===== src/core/bridge_params.svh =====
// Offsets, field positions, reset values and timing counts of the bridge.
// Included by bare name; definitions only.
`ifndef BRIDGE_PARAMS_SVH
`define BRIDGE_PARAMS_SVH

`define DATA_W 32
`define CTRL_OFF 8'h00
`define STAT_OFF 8'h04
`define ARB_OFF 8'h08
`define BAR_OFF 8'h40
`define BAR_END 8'h9f
`define CTRL_RST 8'h00
`define C_SPEED66 0
`define C_INDEP_CLK 1
`define C_SYSRST_EN 2
`define C_TGT_ONLY 3
`define C_ARB_LO 4
`define C_ORDER_DIS 6
`define C_MREQ 7
`define S_SPEED66 5
`define S_PEND 8
`define S_PEND_DONE 9
`define S_GRANTED 10
`define S_SYSRST 11
`define T_HWIRED 2
`define T_BAR64 3
`define ARB_CNT_RST 4'h2
`define ARB_CNT_MAX 4'h8
`define BAR_HW_BASE 32'h8000_0000
`define IO_MASK_MIN 32'hffff_ff00
`define IO_MASK_MAX 32'hffff_fffc
`define CMD_IO_RD 4'h2
`define CMD_IO_WR 4'h3
`define CMD_MEM_RD 4'h6
`define CMD_MEM_WR 4'h7
`define XING_LAT 2'h2
`define RESP_OKAY 2'h0
`define RESP_SLVERR 2'h2

`endif


===== src/core/bridge_pkg.sv =====
// Types shared by the bridge modules.
// Assumes bridge_params.svh holds the numeric constants.
package bridge_pkg;
  typedef enum logic [1:0] {ARB_EXTERNAL, ARB_USER, ARB_BUNDLED} arb_mode_t;
  typedef enum logic [1:0] {BAR_UNUSED, BAR_MEM_PF, BAR_MEM_NP, BAR_IO} bar_type_t;
  typedef enum {ST_IDLE, ST_DATA, ST_ISSUE, ST_RESP} pci_state_t;
endpackage


===== src/core/bar_decode.sv =====
// Base address decode and inbound address translation for six BARs.
// Assumes a 32-bit bus; purely combinational, lowest index wins.
`timescale 1ns/100ps
`include "bridge_params.svh"

module bar_decode (
  input wire logic [31:0] addr, // Address phase value
  input wire logic is_io, // Command targets I/O space
  input wire logic [31:0] bar_val [6], // Programmed BAR values
  input wire logic [31:0] bar_mask [6], // Ones on the writable upper bits
  input wire logic [31:0] bar_base [6], // On-chip base per BAR
  input wire logic [3:0] bar_type [6], // Type, hardwire and 64-bit flags
  output logic hit, // Some BAR claims the address
  output logic hit_pf, // Claiming BAR is prefetchable
  output logic [31:0] xaddr // Translated on-chip address
);
  logic [5:0] hv;
  logic [5:0] pfv;
  logic [31:0] xa [6];

  genvar i;
  generate
    for (i = 0; i < 6; i++) begin : g_bar
      logic io_b;
      logic [31:0] m;
      logic [31:0] b;
      assign io_b = bar_type[i][1:0] == bridge_pkg::BAR_IO;
      // I/O windows are clamped to 4..256 bytes
      assign m = io_b ? ((bar_mask[i] | `IO_MASK_MIN) & `IO_MASK_MAX) : bar_mask[i];
      // Hardwired BARs decode a fixed value instead of the programmed one
      assign b = bar_type[i][`T_HWIRED] ? (`BAR_HW_BASE | (32'(i) << 24)) : bar_val[i];
      // A 64-bit BAR needs a 64-bit bus, so it never claims here
      assign hv[i] = (bar_type[i][1:0] != bridge_pkg::BAR_UNUSED) && !bar_type[i][`T_BAR64] &&
                     (io_b == is_io) && ((addr & m) == (b & m));
      assign pfv[i] = bar_type[i][1:0] == bridge_pkg::BAR_MEM_PF;
      assign xa[i] = (bar_base[i] & m) | (addr & ~m);
    end
  endgenerate

  always_comb begin
    hit = 1'b0;
    hit_pf = 1'b0;
    xaddr = addr;
    for (int k = 5; k >= 0; k--) begin
      if (hv[k]) begin
        hit = 1'b1;
        hit_pf = pfv[k];
        xaddr = xa[k];
      end
    end
  end
endmodule


===== src/core/pci_bridge.sv =====
// PCI target bridge to an on-chip master port, with AXI4-Lite setup registers.
// Assumes PCI pins and pci_clk are asynchronous to aclk and are sampled here.
//
// Overview of operation
// - 66-MHz setting shows as 1 in bit 5 of the status word.
// - On-chip data width equals the PCI data width, here 32 bits.
// - Independent system reset clears system logic, never the bridge state.
// - Independent clocking: PCI and system clocks separate, extra latency.
// - Shared clocking: one clock for both sides, lower latency.
// - Target-only mode offers no arbitration; request and grant unused.
// - External arbiter (default): request and grant go to pins.
// - User arbiter: request and grant go to logic, request driver off.
// - Bundled arbiter: bridge is agent 0 on its request and grant.
// - Bundled arbiter serves a configurable count, up to eight, bridge included.
// - Up to six 32-bit BARs; 64-bit BAR only on a 64-bit bus.
// - Ordering disabled in target-only mode lets non-prefetch pass prefetch.
// - Claim only on a BAR hit, then issue on the on-chip bus.
// - Prefetchable BAR gives a burst-capable prefetchable master port.
// - 64-bit BAR needs 64-bit bus, one at most, 2 GBytes max.
// - Non-prefetchable memory BAR hits get single-cycle accesses only.
// - I/O: single cycle, delayed, window 4 to 256 bytes.
// - Translation swaps the BAR's upper bits for the on-chip base.
// - A hardwired BAR uses its fixed value, not run-time programming.
// - Unready read: retry, record, fetch, complete on repeat.
`timescale 1ns/100ps
`include "bridge_params.svh"

module pci_bridge (
  input wire logic aclk, // System clock
  input wire logic aresetn, // Synchronous reset, active low
  input wire logic [7:0] awaddr, // AXI write address
  input wire logic awvalid, // AXI write address valid
  output logic awready, // AXI write address ready
  input wire logic [31:0] wdata, // AXI write data
  input wire logic [3:0] wstrb, // AXI byte enables
  input wire logic wvalid, // AXI write data valid
  output logic wready, // AXI write data ready
  output logic [1:0] bresp, // AXI write response
  output logic bvalid, // AXI write response valid
  input wire logic bready, // AXI write response ready
  input wire logic [7:0] araddr, // AXI read address
  input wire logic arvalid, // AXI read address valid
  output logic arready, // AXI read address ready
  output logic [31:0] rdata, // AXI read data
  output logic [1:0] rresp, // AXI read response
  output logic rvalid, // AXI read data valid
  input wire logic rready, // AXI read data ready
  input wire logic pci_clk, // PCI clock pin
  input wire logic pci_frame_n, // Frame pin
  input wire logic pci_irdy_n, // Initiator ready pin
  input wire logic [31:0] pci_ad_i, // Address/data pin input
  input wire logic [3:0] pci_cbe_n, // Command/byte-enable pins
  output logic [31:0] pci_ad_o, // Address/data pin output
  output logic pci_ad_oe, // Address/data drive enable
  output logic pci_trdy_n_o, // Target ready output
  output logic pci_trdy_oe, // Target ready drive enable
  output logic pci_stop_n_o, // Stop (retry) output
  output logic pci_stop_oe, // Stop drive enable
  output logic pci_req_n_o, // Bus request pin output
  output logic pci_req_oe, // Bus request drive enable
  input wire logic pci_gnt_n, // Bus grant pin
  output logic user_req_n, // Request to user arbiter
  input wire logic user_gnt_n, // Grant from user arbiter
  input wire logic [7:1] arbiter_request_inputs_n, // Other agents' requests
  output logic [7:0] arbiter_grant_outputs_n, // Bundled arbiter grants
  output logic m_valid, // On-chip request valid
  input wire logic m_ready, // On-chip request taken
  output logic m_write, // On-chip request is a write
  output logic [31:0] m_addr, // On-chip address
  output logic [`DATA_W-1:0] m_wdata, // On-chip write data
  output logic m_prefetch, // Prefetchable port selected
  input wire logic [`DATA_W-1:0] m_rdata, // On-chip read data
  input wire logic m_rvalid, // On-chip read data valid
  input wire logic sys_rst_n, // Independent system reset pin
  output logic onchip_rst_n // Reset to system logic
);
  ////////////////////////////////////////////////////////////////////////////
  // Pin synchronisers
  localparam int SW = 48;
  logic [SW-1:0] sa_reg;
  logic [SW-1:0] sb_reg;
  logic clk_d_reg;
  always_ff @(posedge aclk) begin
    sa_reg <= {pci_clk, pci_frame_n, pci_irdy_n, pci_gnt_n, sys_rst_n, pci_ad_i, pci_cbe_n,
               arbiter_request_inputs_n};
    sb_reg <= sa_reg;
    clk_d_reg <= sb_reg[47];
  end
  logic pci_rise, frame_s, irdy_s, gnt_s, sysrst_s;
  logic [31:0] ad_s;
  logic [3:0] cmd_s;
  logic [7:1] areq_s;
  assign pci_rise = sb_reg[47] & ~clk_d_reg;
  assign frame_s = sb_reg[46];
  assign irdy_s = sb_reg[45];
  assign gnt_s = sb_reg[44];
  assign sysrst_s = sb_reg[43];
  assign ad_s = sb_reg[42:11];
  assign cmd_s = sb_reg[10:7];
  assign areq_s = sb_reg[6:0];

  ////////////////////////////////////////////////////////////////////////////
  // Setup registers
  logic [7:0] ctrl_reg;
  logic [3:0] arb_cnt_reg;
  logic [31:0] bar_val_reg [6];
  logic [31:0] bar_mask_reg [6];
  logic [31:0] bar_base_reg [6];
  logic [3:0] bar_type_reg [6];
  logic [31:0] status;
  logic [7:0] wa_reg;
  logic [31:0] wd_reg;
  logic [3:0] ws_reg;
  logic [31:0] wr_next;
  logic do_wr;
  logic tgt_only, order_dis, indep;
  bridge_pkg::arb_mode_t arb_mode;
  assign tgt_only = ctrl_reg[`C_TGT_ONLY];
  assign order_dis = ctrl_reg[`C_ORDER_DIS];
  assign indep = ctrl_reg[`C_INDEP_CLK];
  assign arb_mode = bridge_pkg::arb_mode_t'(ctrl_reg[`C_ARB_LO +: 2]);

  function automatic logic mapped(input logic [7:0] a);
    mapped = a == `CTRL_OFF || a == `STAT_OFF || a == `ARB_OFF || (a >= `BAR_OFF && a <= `BAR_END);
  endfunction

  function automatic logic [31:0] rd_word(input logic [7:0] a);
    logic [7:0] o;
    logic [2:0] i;
    o = a - `BAR_OFF;
    i = 3'(o >> 4);
    rd_word = 32'h0000_0000;
    if (a == `CTRL_OFF) rd_word = {24'h00_0000, ctrl_reg};
    else if (a == `STAT_OFF) rd_word = status;
    else if (a == `ARB_OFF) rd_word = {20'h0_0000, arbiter_grant_outputs_n, arb_cnt_reg};
    else if (a >= `BAR_OFF && a <= `BAR_END) begin
      case (o[3:2])
        2'h0: rd_word = bar_val_reg[i];
        2'h1: rd_word = bar_mask_reg[i];
        2'h2: rd_word = bar_base_reg[i];
        default: rd_word = {28'h000_0000, bar_type_reg[i]};
      endcase
    end
  endfunction

  always_comb begin
    wr_next = rd_word(wa_reg);
    for (int b = 0; b < 4; b++) begin
      if (ws_reg[b]) wr_next[8*b +: 8] = wd_reg[8*b +: 8];
    end
  end

  // Held only by aresetn, so the system reset leaves setup intact
  always_ff @(posedge aclk) begin
    if (!aresetn) begin
      ctrl_reg <= `CTRL_RST;
      arb_cnt_reg <= `ARB_CNT_RST;
      for (int k = 0; k < 6; k++) begin
        bar_val_reg[k] <= 32'h0000_0000;
        bar_mask_reg[k] <= 32'h0000_0000;
        bar_base_reg[k] <= 32'h0000_0000;
        bar_type_reg[k] <= 4'h0;
      end
    end else if (do_wr) begin
      if (wa_reg == `CTRL_OFF) ctrl_reg <= wr_next[7:0];
      else if (wa_reg == `ARB_OFF) begin
        if (wr_next[3:0] == 4'h0) arb_cnt_reg <= 4'h1;
        else if (wr_next[3:0] > `ARB_CNT_MAX) arb_cnt_reg <= `ARB_CNT_MAX;
        else arb_cnt_reg <= wr_next[3:0];
      end else if (wa_reg >= `BAR_OFF && wa_reg <= `BAR_END) begin
        case (wa_reg[3:2])
          2'h0: bar_val_reg[3'((wa_reg - `BAR_OFF) >> 4)] <= wr_next;
          2'h1: bar_mask_reg[3'((wa_reg - `BAR_OFF) >> 4)] <= wr_next;
          2'h2: bar_base_reg[3'((wa_reg - `BAR_OFF) >> 4)] <= wr_next;
          default: bar_type_reg[3'((wa_reg - `BAR_OFF) >> 4)] <= wr_next[3:0];
        endcase
      end
    end
  end

  ////////////////////////////////////////////////////////////////////////////
  // AXI4-Lite slave
  assign do_wr = !awready && !wready && !bvalid;
  always_ff @(posedge aclk) begin
    if (!aresetn) begin
      awready <= 1'b1;
      wready <= 1'b1;
      bvalid <= 1'b0;
      bresp <= `RESP_OKAY;
      wa_reg <= 8'h00;
      wd_reg <= 32'h0000_0000;
      ws_reg <= 4'h0;
    end else begin
      if (awvalid && awready) begin
        wa_reg <= awaddr;
        awready <= 1'b0;
      end
      if (wvalid && wready) begin
        wd_reg <= wdata;
        ws_reg <= wstrb;
        wready <= 1'b0;
      end
      if (do_wr) begin
        bvalid <= 1'b1;
        bresp <= mapped(wa_reg) ? `RESP_OKAY : `RESP_SLVERR;
      end
      if (bvalid && bready) begin
        bvalid <= 1'b0;
        awready <= 1'b1;
        wready <= 1'b1;
      end
    end
  end

  always_ff @(posedge aclk) begin
    if (!aresetn) begin
      arready <= 1'b1;
      rvalid <= 1'b0;
      rdata <= 32'h0000_0000;
      rresp <= `RESP_OKAY;
    end else if (arvalid && arready) begin
      arready <= 1'b0;
      rvalid <= 1'b1;
      rdata <= rd_word(araddr);
      rresp <= mapped(araddr) ? `RESP_OKAY : `RESP_SLVERR;
    end else if (rvalid && rready) begin
      rvalid <= 1'b0;
      arready <= 1'b1;
    end
  end

  ////////////////////////////////////////////////////////////////////////////
  // Request/grant routing and bundled arbiter
  logic bridge_req_n, granted_reg;
  logic [7:0] pick;
  logic [7:0] areq_all;
  assign bridge_req_n = !(ctrl_reg[`C_MREQ] && !tgt_only);
  assign areq_all = {areq_s, bridge_req_n};

  always_comb begin
    pick = 8'hff;
    for (int k = 7; k >= 0; k--) begin
      if (k < 32'(arb_cnt_reg) && !areq_all[k]) pick = ~(8'h01 << k);
    end
  end

  always_ff @(posedge aclk) begin
    if (!aresetn) begin
      arbiter_grant_outputs_n <= 8'hff;
    end else if (arb_mode != bridge_pkg::ARB_BUNDLED || tgt_only) begin
      arbiter_grant_outputs_n <= 8'hff;
    end else if ((~arbiter_grant_outputs_n & ~areq_all) == 8'h00) begin
      arbiter_grant_outputs_n <= pick;
    end
  end

  always_ff @(posedge aclk) begin
    if (!aresetn) begin
      pci_req_n_o <= 1'b1;
      pci_req_oe <= 1'b0;
      user_req_n <= 1'b1;
      granted_reg <= 1'b0;
    end else begin
      pci_req_n_o <= bridge_req_n;
      pci_req_oe <= !tgt_only && arb_mode == bridge_pkg::ARB_EXTERNAL;
      user_req_n <= tgt_only || arb_mode != bridge_pkg::ARB_USER || bridge_req_n;
      if (tgt_only) granted_reg <= 1'b0;
      else begin
        case (arb_mode)
          bridge_pkg::ARB_USER: granted_reg <= !user_gnt_n;
          bridge_pkg::ARB_BUNDLED: granted_reg <= !arbiter_grant_outputs_n[0];
          default: granted_reg <= !gnt_s;
        endcase
      end
    end
  end

  ////////////////////////////////////////////////////////////////////////////
  // System reset output
  always_ff @(posedge aclk) begin
    if (!aresetn) onchip_rst_n <= 1'b0;
    else onchip_rst_n <= !(ctrl_reg[`C_SYSRST_EN] && !sysrst_s);
  end

  ////////////////////////////////////////////////////////////////////////////
  // PCI target sequencer and pending delayed transaction
  bridge_pkg::pci_state_t state_reg;
  logic hit, hit_pf;
  logic [31:0] xaddr;
  logic is_io, is_rd, is_wr, cur_pf, pf_busy, blocked, pend_match;
  logic [31:0] addr_reg;
  logic pf_reg, io_reg, more_reg;
  logic pend_valid_reg, pend_done_reg, pend_pf_reg, pend_we_reg, pend_iss_reg;
  logic [31:0] pend_addr_reg, pend_wdata_reg, pend_data_reg, wdata_reg;
  logic rd_wait_reg, src_pend_reg, wr_done;
  logic [1:0] xcnt_reg;

  assign is_io = cmd_s == `CMD_IO_RD || cmd_s == `CMD_IO_WR;
  assign is_rd = cmd_s == `CMD_IO_RD || cmd_s == `CMD_MEM_RD;
  assign is_wr = cmd_s == `CMD_IO_WR || cmd_s == `CMD_MEM_WR;

  bar_decode u_dec (
    .addr(ad_s),
    .is_io(is_io),
    .bar_val(bar_val_reg),
    .bar_mask(bar_mask_reg),
    .bar_base(bar_base_reg),
    .bar_type(bar_type_reg),
    .hit(hit),
    .hit_pf(hit_pf),
    .xaddr(xaddr)
  );

  assign cur_pf = state_reg == bridge_pkg::ST_IDLE ? hit_pf : pf_reg;
  assign pf_busy = (pend_valid_reg && pend_pf_reg && !pend_done_reg) || (m_valid && m_prefetch);
  assign blocked = !cur_pf && pf_busy && !(order_dis && tgt_only);
  assign pend_match = pend_done_reg && !pend_we_reg && pend_addr_reg == xaddr;
  assign wr_done = m_valid && m_ready && !src_pend_reg;
  assign status = {20'h0_0000, !onchip_rst_n, granted_reg, pend_done_reg, pend_valid_reg, 2'h0,
                   ctrl_reg[`C_SPEED66], 5'h00};

  always_ff @(posedge aclk) begin
    if (!aresetn) begin
      state_reg <= bridge_pkg::ST_IDLE;
      {pci_trdy_n_o, pci_stop_n_o} <= 2'b11;
      {pci_trdy_oe, pci_stop_oe, pci_ad_oe} <= 3'b000;
      pci_ad_o <= 32'h0000_0000;
      {pf_reg, io_reg, more_reg} <= 3'b000;
      addr_reg <= 32'h0000_0000;
      wdata_reg <= 32'h0000_0000;
      {pend_valid_reg, pend_done_reg, pend_pf_reg, pend_we_reg} <= 4'h0;
      pend_addr_reg <= 32'h0000_0000;
      pend_wdata_reg <= 32'h0000_0000;
      pend_data_reg <= 32'h0000_0000;
    end else begin
      if (m_rvalid && rd_wait_reg) begin
        pend_data_reg <= m_rdata;
        pend_done_reg <= 1'b1;
      end
      if (m_valid && m_ready && src_pend_reg && m_write) pend_done_reg <= 1'b1;
      case (state_reg)
        bridge_pkg::ST_IDLE: begin
          if (pci_rise && !frame_s && hit && (is_rd || is_wr)) begin
            addr_reg <= xaddr;
            pf_reg <= hit_pf;
            io_reg <= is_io;
            if (is_wr) state_reg <= bridge_pkg::ST_DATA;
            else begin
              state_reg <= bridge_pkg::ST_RESP;
              if (pend_match) begin
                pci_ad_o <= pend_data_reg;
                {pci_ad_oe, pci_trdy_oe, pci_trdy_n_o} <= 3'b110;
                {pend_valid_reg, pend_done_reg} <= 2'b00;
              end else begin
                {pci_stop_oe, pci_stop_n_o} <= 2'b10;
                if (!pend_valid_reg && !blocked) begin
                  {pend_valid_reg, pend_we_reg} <= 2'b10;
                  pend_pf_reg <= hit_pf;
                  pend_addr_reg <= xaddr;
                end
              end
            end
          end
        end
        bridge_pkg::ST_DATA: begin
          if (pci_rise && !irdy_s) begin
            if (io_reg) begin
              state_reg <= bridge_pkg::ST_RESP;
              if (pend_done_reg && pend_we_reg && pend_addr_reg == addr_reg) begin
                {pci_trdy_oe, pci_trdy_n_o} <= 2'b10;
                {pend_valid_reg, pend_done_reg} <= 2'b00;
              end else begin
                {pci_stop_oe, pci_stop_n_o} <= 2'b10;
                if (!pend_valid_reg) begin
                  {pend_valid_reg, pend_we_reg, pend_pf_reg} <= 3'b110;
                  pend_addr_reg <= addr_reg;
                  pend_wdata_reg <= ad_s;
                end
              end
            end else if (blocked) begin
              state_reg <= bridge_pkg::ST_RESP;
              {pci_stop_oe, pci_stop_n_o} <= 2'b10;
              more_reg <= 1'b0;
            end else begin
              wdata_reg <= ad_s;
              more_reg <= pf_reg && !frame_s;
              state_reg <= bridge_pkg::ST_ISSUE;
            end
          end
        end
        bridge_pkg::ST_ISSUE: begin
          if (wr_done) begin
            {pci_trdy_oe, pci_trdy_n_o} <= 2'b10;
            state_reg <= bridge_pkg::ST_RESP;
          end
        end
        bridge_pkg::ST_RESP: begin
          if (pci_rise) begin
            {pci_trdy_n_o, pci_stop_n_o} <= 2'b11;
            {pci_trdy_oe, pci_stop_oe, pci_ad_oe} <= 3'b000;
            if (more_reg) begin
              addr_reg <= addr_reg + 32'h0000_0004;
              state_reg <= bridge_pkg::ST_DATA;
            end else state_reg <= bridge_pkg::ST_IDLE;
            more_reg <= 1'b0;
          end
        end
        default: state_reg <= bridge_pkg::ST_IDLE;
      endcase
    end
  end

  ////////////////////////////////////////////////////////////////////////////
  // On-chip master: one request in flight, posted writes before fetches
  logic want_wr, want_rd, launch;
  assign want_wr = state_reg == bridge_pkg::ST_ISSUE;
  assign want_rd = pend_valid_reg && !pend_done_reg && !pend_iss_reg;
  // Independent clocking pays a fixed crossing delay per request
  assign launch = (want_wr || want_rd) && !m_valid && !rd_wait_reg &&
                  (!indep || xcnt_reg == `XING_LAT);

  always_ff @(posedge aclk) begin
    if (!aresetn) begin
      {m_valid, m_write, m_prefetch, rd_wait_reg, src_pend_reg, pend_iss_reg} <= 6'h00;
      m_addr <= 32'h0000_0000;
      m_wdata <= 32'h0000_0000;
      xcnt_reg <= 2'h0;
    end else begin
      if (!pend_valid_reg) pend_iss_reg <= 1'b0;
      if ((want_wr || want_rd) && !m_valid && !rd_wait_reg && !launch) xcnt_reg <= xcnt_reg + 2'h1;
      if (launch) begin
        xcnt_reg <= 2'h0;
        m_valid <= 1'b1;
        if (want_wr) begin
          {m_write, src_pend_reg} <= 2'b10;
          m_addr <= addr_reg;
          m_wdata <= wdata_reg;
          m_prefetch <= pf_reg;
        end else begin
          {m_write, src_pend_reg, pend_iss_reg} <= {pend_we_reg, 2'b11};
          m_addr <= pend_addr_reg;
          m_wdata <= pend_wdata_reg;
          m_prefetch <= pend_pf_reg;
        end
      end else if (m_valid && m_ready) begin
        m_valid <= 1'b0;
        rd_wait_reg <= !m_write;
      end else if (rd_wait_reg && m_rvalid) begin
        rd_wait_reg <= 1'b0;
      end
    end
  end
endmodule


===== config.mk =====
export PLATFORM = sky130hd
export DESIGN_NAME = pci_bridge
export DESIGN_NICKNAME = d
export VERILOG_FILES = /design/src/core/bridge_pkg.sv /design/src/core/bar_decode.sv /design/src/core/pci_bridge.sv
export VERILOG_INCLUDE_DIRS = /design/src /design/src/core
export SDC_FILE = /design/constraint.sdc
export NUM_CORES = 2
export LEC_CHECK = 0
export BUFFER_PORTS_ARGS = -buffer_cell sky130_fd_sc_hd__buf_4
export CAP_MARGIN = 20
export CORE_MARGIN = 3
export CORE_UTILIZATION = 40
export DETAILED_ROUTE_END_ITERATION = 10
export SYNTH_ARGS = -nofsm -noshare
export SYNTH_HDL_FRONTEND = slang
export SYNTH_SLANG_ARGS = --single-unit
export TNS_END_PERCENT = 10

===== constraint.sdc =====
create_clock -name aclk -period 5.1 [get_ports aclk]
set_input_delay 0.765 -clock aclk [delete_from_list [all_inputs] [get_ports aclk]]
set_output_delay 0.765 -clock aclk [all_outputs]
set_load 0.01 [all_outputs]

After elaboration in Yosys (flattened, before gate mapping)
Index checks and enable logic that the tools add are counted.
Widths: inputs -> output; s select.
{"block": "op_classes", "addsub": 4, "mul": 0, "div_mod_pow": 0, "magnitude_cmp": 16, "n_eq_ne": 66, "shift": 0, "mux": 202, "n_bitwise": 53, "reduce_logical": 169}
{"operator": "$mux 32", "count": 56}
{"operator": "$and 32x32->32", "count": 24}
{"operator": "$bmux 32 s3", "count": 6}
{"operator": "$bwmux 192", "count": 3}
{"operator": "$eq 32x32->1", "count": 8}
{"operator": "$not 32->32", "count": 6}
{"operator": "$or 32x32->32", "count": 6}
{"operator": "$pmux 32 s3", "count": 2}
{"operator": "$pmux 32 s2", "count": 2}
{"operator": "$pmux 32 s4", "count": 1}
{"operator": "$demux 32 s3", "count": 1}
{"operator": "$mux 8", "count": 12}
{"operator": "$mux 1", "count": 94}
{"operator": "$logic_and 1x1->1", "count": 66}
{"operator": "$eq 32x2->1 const B", "count": 2}
{"operator": "$logic_not 32->1", "count": 2}
{"operator": "$logic_not 1->1", "count": 39}
{"operator": "$add 32x3->32 const B", "count": 1}
{"operator": "$eq 32x1->1 const B", "count": 1}
{"operator": "$eq 32x3->1 const B", "count": 1}
{"operator": "$ne 2x2->1 const B", "count": 15}
{"operator": "$reduce_and 5->1", "count": 6}
{"operator": "$mux 4", "count": 7}
{"operator": "$bmux 4 s3", "count": 2}
{"operator": "other kinds (45)", "count": 147}
{"block": "word_totals", "regBits": 1115, "latch_bits": 0, "mem_bits_rw": 0, "romBits": 0, "inputBits": 142, "out_inout_bits": 157, "mem_count": 0}

Logic depth before layout (Yosys ltp)
{"block": "depth", "depth_word": 22, "ltp_mapped": 22}

Cells and area by module
Synthesis repeated with hierarchy kept, for this count alone.
{"block": "hier_totals", "hier_cells": 7061, "hier_area_um2": 58341.0}
{"module": "pci_bridge", "n_inst": 1, "cells_per_inst": 5556, "area_per_inst_um2": 48824.3, "seq_area_each_um2": 21680.8}
{"module": "bar_decode", "n_inst": 1, "cells_per_inst": 1505, "area_per_inst_um2": 9516.6, "seq_area_each_um2": 0.0}

Worst setup path after synthesis
Ideal clock, no wire load.
{"block": "synth_timing", "path_type": "register to register", "start": "register sb_reg[17]", "end": "register pend_addr_reg[13]", "arrival_time_ns": 4.541, "required_ns": 4.966, "path_slack_ns": 0.424, "path_stages_with_launch": 21, "n_path_buf": 5, "cell_sequence": "dfxtp_1 > clkbuf_1 > clkinv_1 > xnor2_1 > o2bb2ai_1 > a2111o_1 > or2_1 > buf_2 > nor2_1 > buf_2 > buf_1 > nor2_1 > a32oi_1 > nor2_1 > nand4b_1 > or4b_1 > nor4_4 > o21ai_2 > buf_2 > o2111ai_1 > o31ai_2"}
{"block": "synth_via", "elab_chain_len": 17, "word_cells_on_any_way": 67, "cone_classes": "eq/ne (10); mux (24); bitwise (18); reduce/logical (15)"}
{"element": "start: declaration", "line": "pci_bridge.sv:81", "text": "logic [SW-1:0] sb_reg;"}
{"element": "start signal: assignment", "line": "pci_bridge.sv:86", "text": "sb_reg <= sa_reg;"}
{"element": "$and 32x32->32", "line": "bar_decode.sv:34", "text": "(io_b == is_io) && ((addr & m) == (b & m));"}
{"element": "$eq 32x32->1", "line": "bar_decode.sv:34"}
{"element": "$logic_and 1x1->1", "line": "bar_decode.sv:33", "text": "assign hv[i] = (bar_type[i][1:0] != bridge_pkg::BAR_UNUSED) && !bar_type[i][`T_BAR64] &&"}
{"element": "$mux 1 (6 in series)", "line": "bar_decode.sv:45", "text": "if (hv[k]) begin"}
{"element": "$mux 1", "line": "pci_bridge.sv:314", "text": "assign cur_pf = state_reg == bridge_pkg::ST_IDLE ? hit_pf : pf_reg;"}
{"element": "$logic_not 1->1", "line": "pci_bridge.sv:316", "text": "assign blocked = !cur_pf && pf_busy && !(order_dis && tgt_only);"}
{"element": "$logic_and 1x1->1 (2 in series)", "line": "pci_bridge.sv:316"}
{"element": "$logic_not 1->1", "line": "pci_bridge.sv:356", "text": "if (!pend_valid_reg && !blocked) begin"}
{"element": "$logic_and 1x1->1", "line": "pci_bridge.sv:356"}
{"element": "$ne 2x2->1 (no line)"}
{"element": "$reduce_and 9->1 (no line)"}
{"element": "end signal: assignment", "line": "pci_bridge.sv:359", "text": "pend_addr_reg <= xaddr;"}
{"element": "end signal: assignment", "line": "pci_bridge.sv:376", "text": "pend_addr_reg <= addr_reg;"}
{"element": "end: declaration", "line": "pci_bridge.sv:294", "text": "logic [31:0] pend_addr_reg, pend_wdata_reg, pend_data_reg, wdata_reg;"}
Parallel ways exist; a longest one is shown, timed or not. The select of a mux whose other input is x is not followed.
A chain may end at the register's enable or synchronous reset.

Worst setup path in the final report
{"block": "layout_timing", "start": "register sb_reg[13]", "end": "register pend_addr_reg[28]"}
The elaborated chain is that of the path after synthesis.

==> results.cfg <==
[global_routing]
antenna_found_initial = 47
grt_use_total_pct = 48.7
grt_max_degree = 129
grt_pass1_wl_mm = 536
grt.overflow.total = 0
grt_pass1_vias = 64700

[yosys]
yosys-mux-area-fraction_pct = 10.7
yosysWarnings = 0
synth_fa_ha_area_share_pct = 0.103
synth_cell_types = 102
syn_area_um2 = 60600
avgSynthCellArea_um2 = 7.98
ys_seq_area_share_pct = 35.8
synth_edf_count = 0
yosys.area_share.simple_pct = 20.1
ys_ff_latch = 1083
synth_top_family_by_area = compound AO/OA/AOI/OAI gates
synthArstFlopShare_pct = 0
syn-instance-count = 7591
synthXorXnorAreaFrac_pct = 3.64
synth_top_flop_cell = dfxtp_1
synth_compound_area_share_pct = 24.5
synth_top_area_cell = dfxtp_1
yosysTopAreaCellShare_pct = 35.8
ys_top_cells_by_area = dfxtp_1, nor2_1, mux2i_1

[cells_and_area]
final_cell_mix = buf_4, nor2_1, dfxtp_1, nand2_1, a21oi_1
layout-drive-gt1-share_pct = 27.6
area_growth_pct = 34.0
fin_nets = 8931
layout_commonest_cell = buf_4
fin_util_pct = 54.1
num-fill-cells = 14200

[timing]
drv_slew = 0
finalCritPeriodShare_pct = 108
relSlewSlack_pct = 8.50
skew_ns = 0.0469
hold_viol = 0
fin_crit_ns = 5.48
tightest_slew_ns = 1.33
fin_ws_ns = -0.385
max_freq_mhz = 182
finalSetupViolations = 72
rsz0062_at_grt = yes

[status]
failed_checks = setup timing
status = finished, violations left

[floorplan]
start_util_pct = 40.4
die_x_um = 395
core_region_area_um2 = 150000
ioPinCount = 299
row_count = 142
die-area_um2 = 156000
die_h_um = 395

[drt]
routedWlPerCell_um = 36.7
vias_per_cell = 6.54
routed_wl_mm = 400
drt_iter0_markers = 11400
ant_nets = 0
drc = 0
num_vias = 71400
drt-pass1-iter-count = 9

[worst_setup_path]
worstReg2RegEnd = pend_addr_reg[28]$_SDFFE_PN0P_
path_class = reg -> reg
r2r_cells = 21
cp-end-kind = flip-flop
r2r_start = sb_reg[13]$_DFF_P_
arrival_ns = 6.13
cp-start-kind = flip-flop
required_ns = 5.75
rrSetupSlack_ns = -0.38
worstPathMaxFanout = 6

[clock_network]
cts_root_buffer = clkbuf_16
clock-sinks = 1083
cts_tree = yes
cts_hold_buf = 0
cts_max_path_buffers = 3
clock_latency_ns = 0.82
path_clk_slew_ns = 0.06
h-tree-depth = 3
cts_made_buffers = 119

[worst_hold_path]
min-delay-start = arbiter_request_inputs_n[4]
whs_path_depth = 1
min_to = sa_reg[3]$_DFF_P_
hp-class = in -> reg

[run]
max-cap-violations = 0

[placement]
io_buffers = 296
dp_worst_setup_slack_ns = -0.866
gp_congestion = 1.16
dp_hpwl_mm = 309

[power]
powerDensity_nw_per_um2 = 285
ir_drop_uv = 310
power.leakage_nw = 31.5
[worst max path at each step]
stage	from	end	slack [ns]
floorplan	sb_reg[17]$_DFF_P_	pend_addr_reg[13]$_SDFFE_PN0P_	0.42
global placement	bar_type_reg[16]$_SDFFE_PN0P_	pend_addr_reg[10]$_SDFFE_PN0P_	-0.93
detailed placement	bar_type_reg[18]$_SDFFE_PN0P_	pend_addr_reg[10]$_SDFFE_PN0P_	-0.87
CTS	bar_type_reg[18]$_SDFFE_PN0P_	pci_stop_oe$_SDFFE_PN0P_	-0.25
global route	sb_reg[28]$_DFF_P_	pend_addr_reg[28]$_SDFFE_PN0P_	-0.37
finish	sb_reg[13]$_DFF_P_	pend_addr_reg[28]$_SDFFE_PN0P_	-0.38
[logic make-up after synthesis]
kind of cell             Yosys count
other                              1
XOR/XNOR                         252
flip-flops                      1083
AND/OR/NAND/NOR                 2733
buffers and inverters            800
adder cells (fa/ha/maj)            5
AO/OA/AOI/OAI                   2200
multiplexers                     517
[cells in the mapped netlist (60+ instances only)]
| cell type | n |
|---|---|
| inv_1 | 69 |
| a21oi_1 | 587 |
| xnor2_1 | 223 |
| clkbuf_1 | 572 |
| a211oi_1 | 484 |
| nor3_1 | 124 |
| mux2i_1 | 375 |
| nand2_1 | 726 |
| dfxtp_1 | 1083 |
| o21ai_0 | 157 |
| mux4_2 | 101 |
| nor2_1 | 1216 |
| nor2b_1 | 165 |
| nand2b_1 | 60 |
| buf_1 | 83 |
| a22oi_1 | 320 |
| a31oi_1 | 62 |
| o22ai_1 | 161 |
| nand3_1 | 152 |
[critical path, stage by stage, from the launching register on]
cell and delay, ns:
dfxtp_1 0.74, buf_4 0.23, buf_4 0.13, xnor2_1 0.10
a22o_1 0.28, nor3_1 0.23, buf_4 0.21, and3_4 0.21
buf_4 0.12, nand4b_1 0.10, a31oi_1 0.56, nand2b_1 0.25
a31oi_4 0.12, or4_1 0.53, or4b_4 0.59, nor4_4 0.14
buf_4 0.18, o21ai_4 0.09, buf_12 0.16, buf_16 0.15
mux2i_1 0.14, nor2_1 0.05
[layer usage]
| metal | vias to the layer above | GRT usage [%] | share of wire, % |
|---|---|---|---|
| met5 | - | 0.523 | 0.072 |
| li1 | 29900 | - | - |
| met4 | 44 | 34.4 | 9.2 |
| met3 | 1544 | 18.9 | 14 |
| met1 | 34100 | 59.9 | 37 |
| met2 | 5778 | 69.5 | 40 |
[metrics by stage]
| stage | hold WS, ns | instance area [um^2] | instances | total power [mW] | TNS, ns |
|---|---|---|---|---|---|
| 3_3_place_gp | 0.310 | 75000 | 10600 | 13.5 | -56.38 |
| 2_1_floorplan | 0.310 | 60600 | 7592 | 11.4 | 0 |
| 3_5_place_dp | 0.312 | 75000 | 10600 | 13.5 | -54.32 |
| 6_report | 0.0484 | 81200 | 10900 | 23.1 | -20.81 |
| 5_1_grt | 0.0426 | 81100 | 10900 | 23.6 | -19.44 |
| 4_1_cts | 0.0276 | 80100 | 10900 | 22.9 | -10.67 |
[final cells by class]
type                    count  area (um^2)  share of cell area [%]
multi-input cells        5709        37300                    46.0
flip-flops and latches   1083        21700                    26.7
repair buffers           1795        15000                    18.5
clock buffers             173         3530                    4.35
well taps                2016         2520                    3.11
clock inverters            52          732                   0.902
inverters                  76          293                   0.361
diodes                     18         45.0                  0.0555
[power by group]
part	leakage (nW)	switching, mW	internal, mW	total (mW)
Combinational	20.6	2.76	1.60	4.37
Clock	2.09	4.07	5.44	9.51
Sequential	8.78	0.353	8.87	9.22
[timing repair]
item                       CTS  global route
pin swaps                   45            61
setup endpoints to repair   73            73
gates resized for setup    139           151
buffers inserted            17            15
cloned                       3             2
No activity file was read; power rests on OpenSTA's default activity.
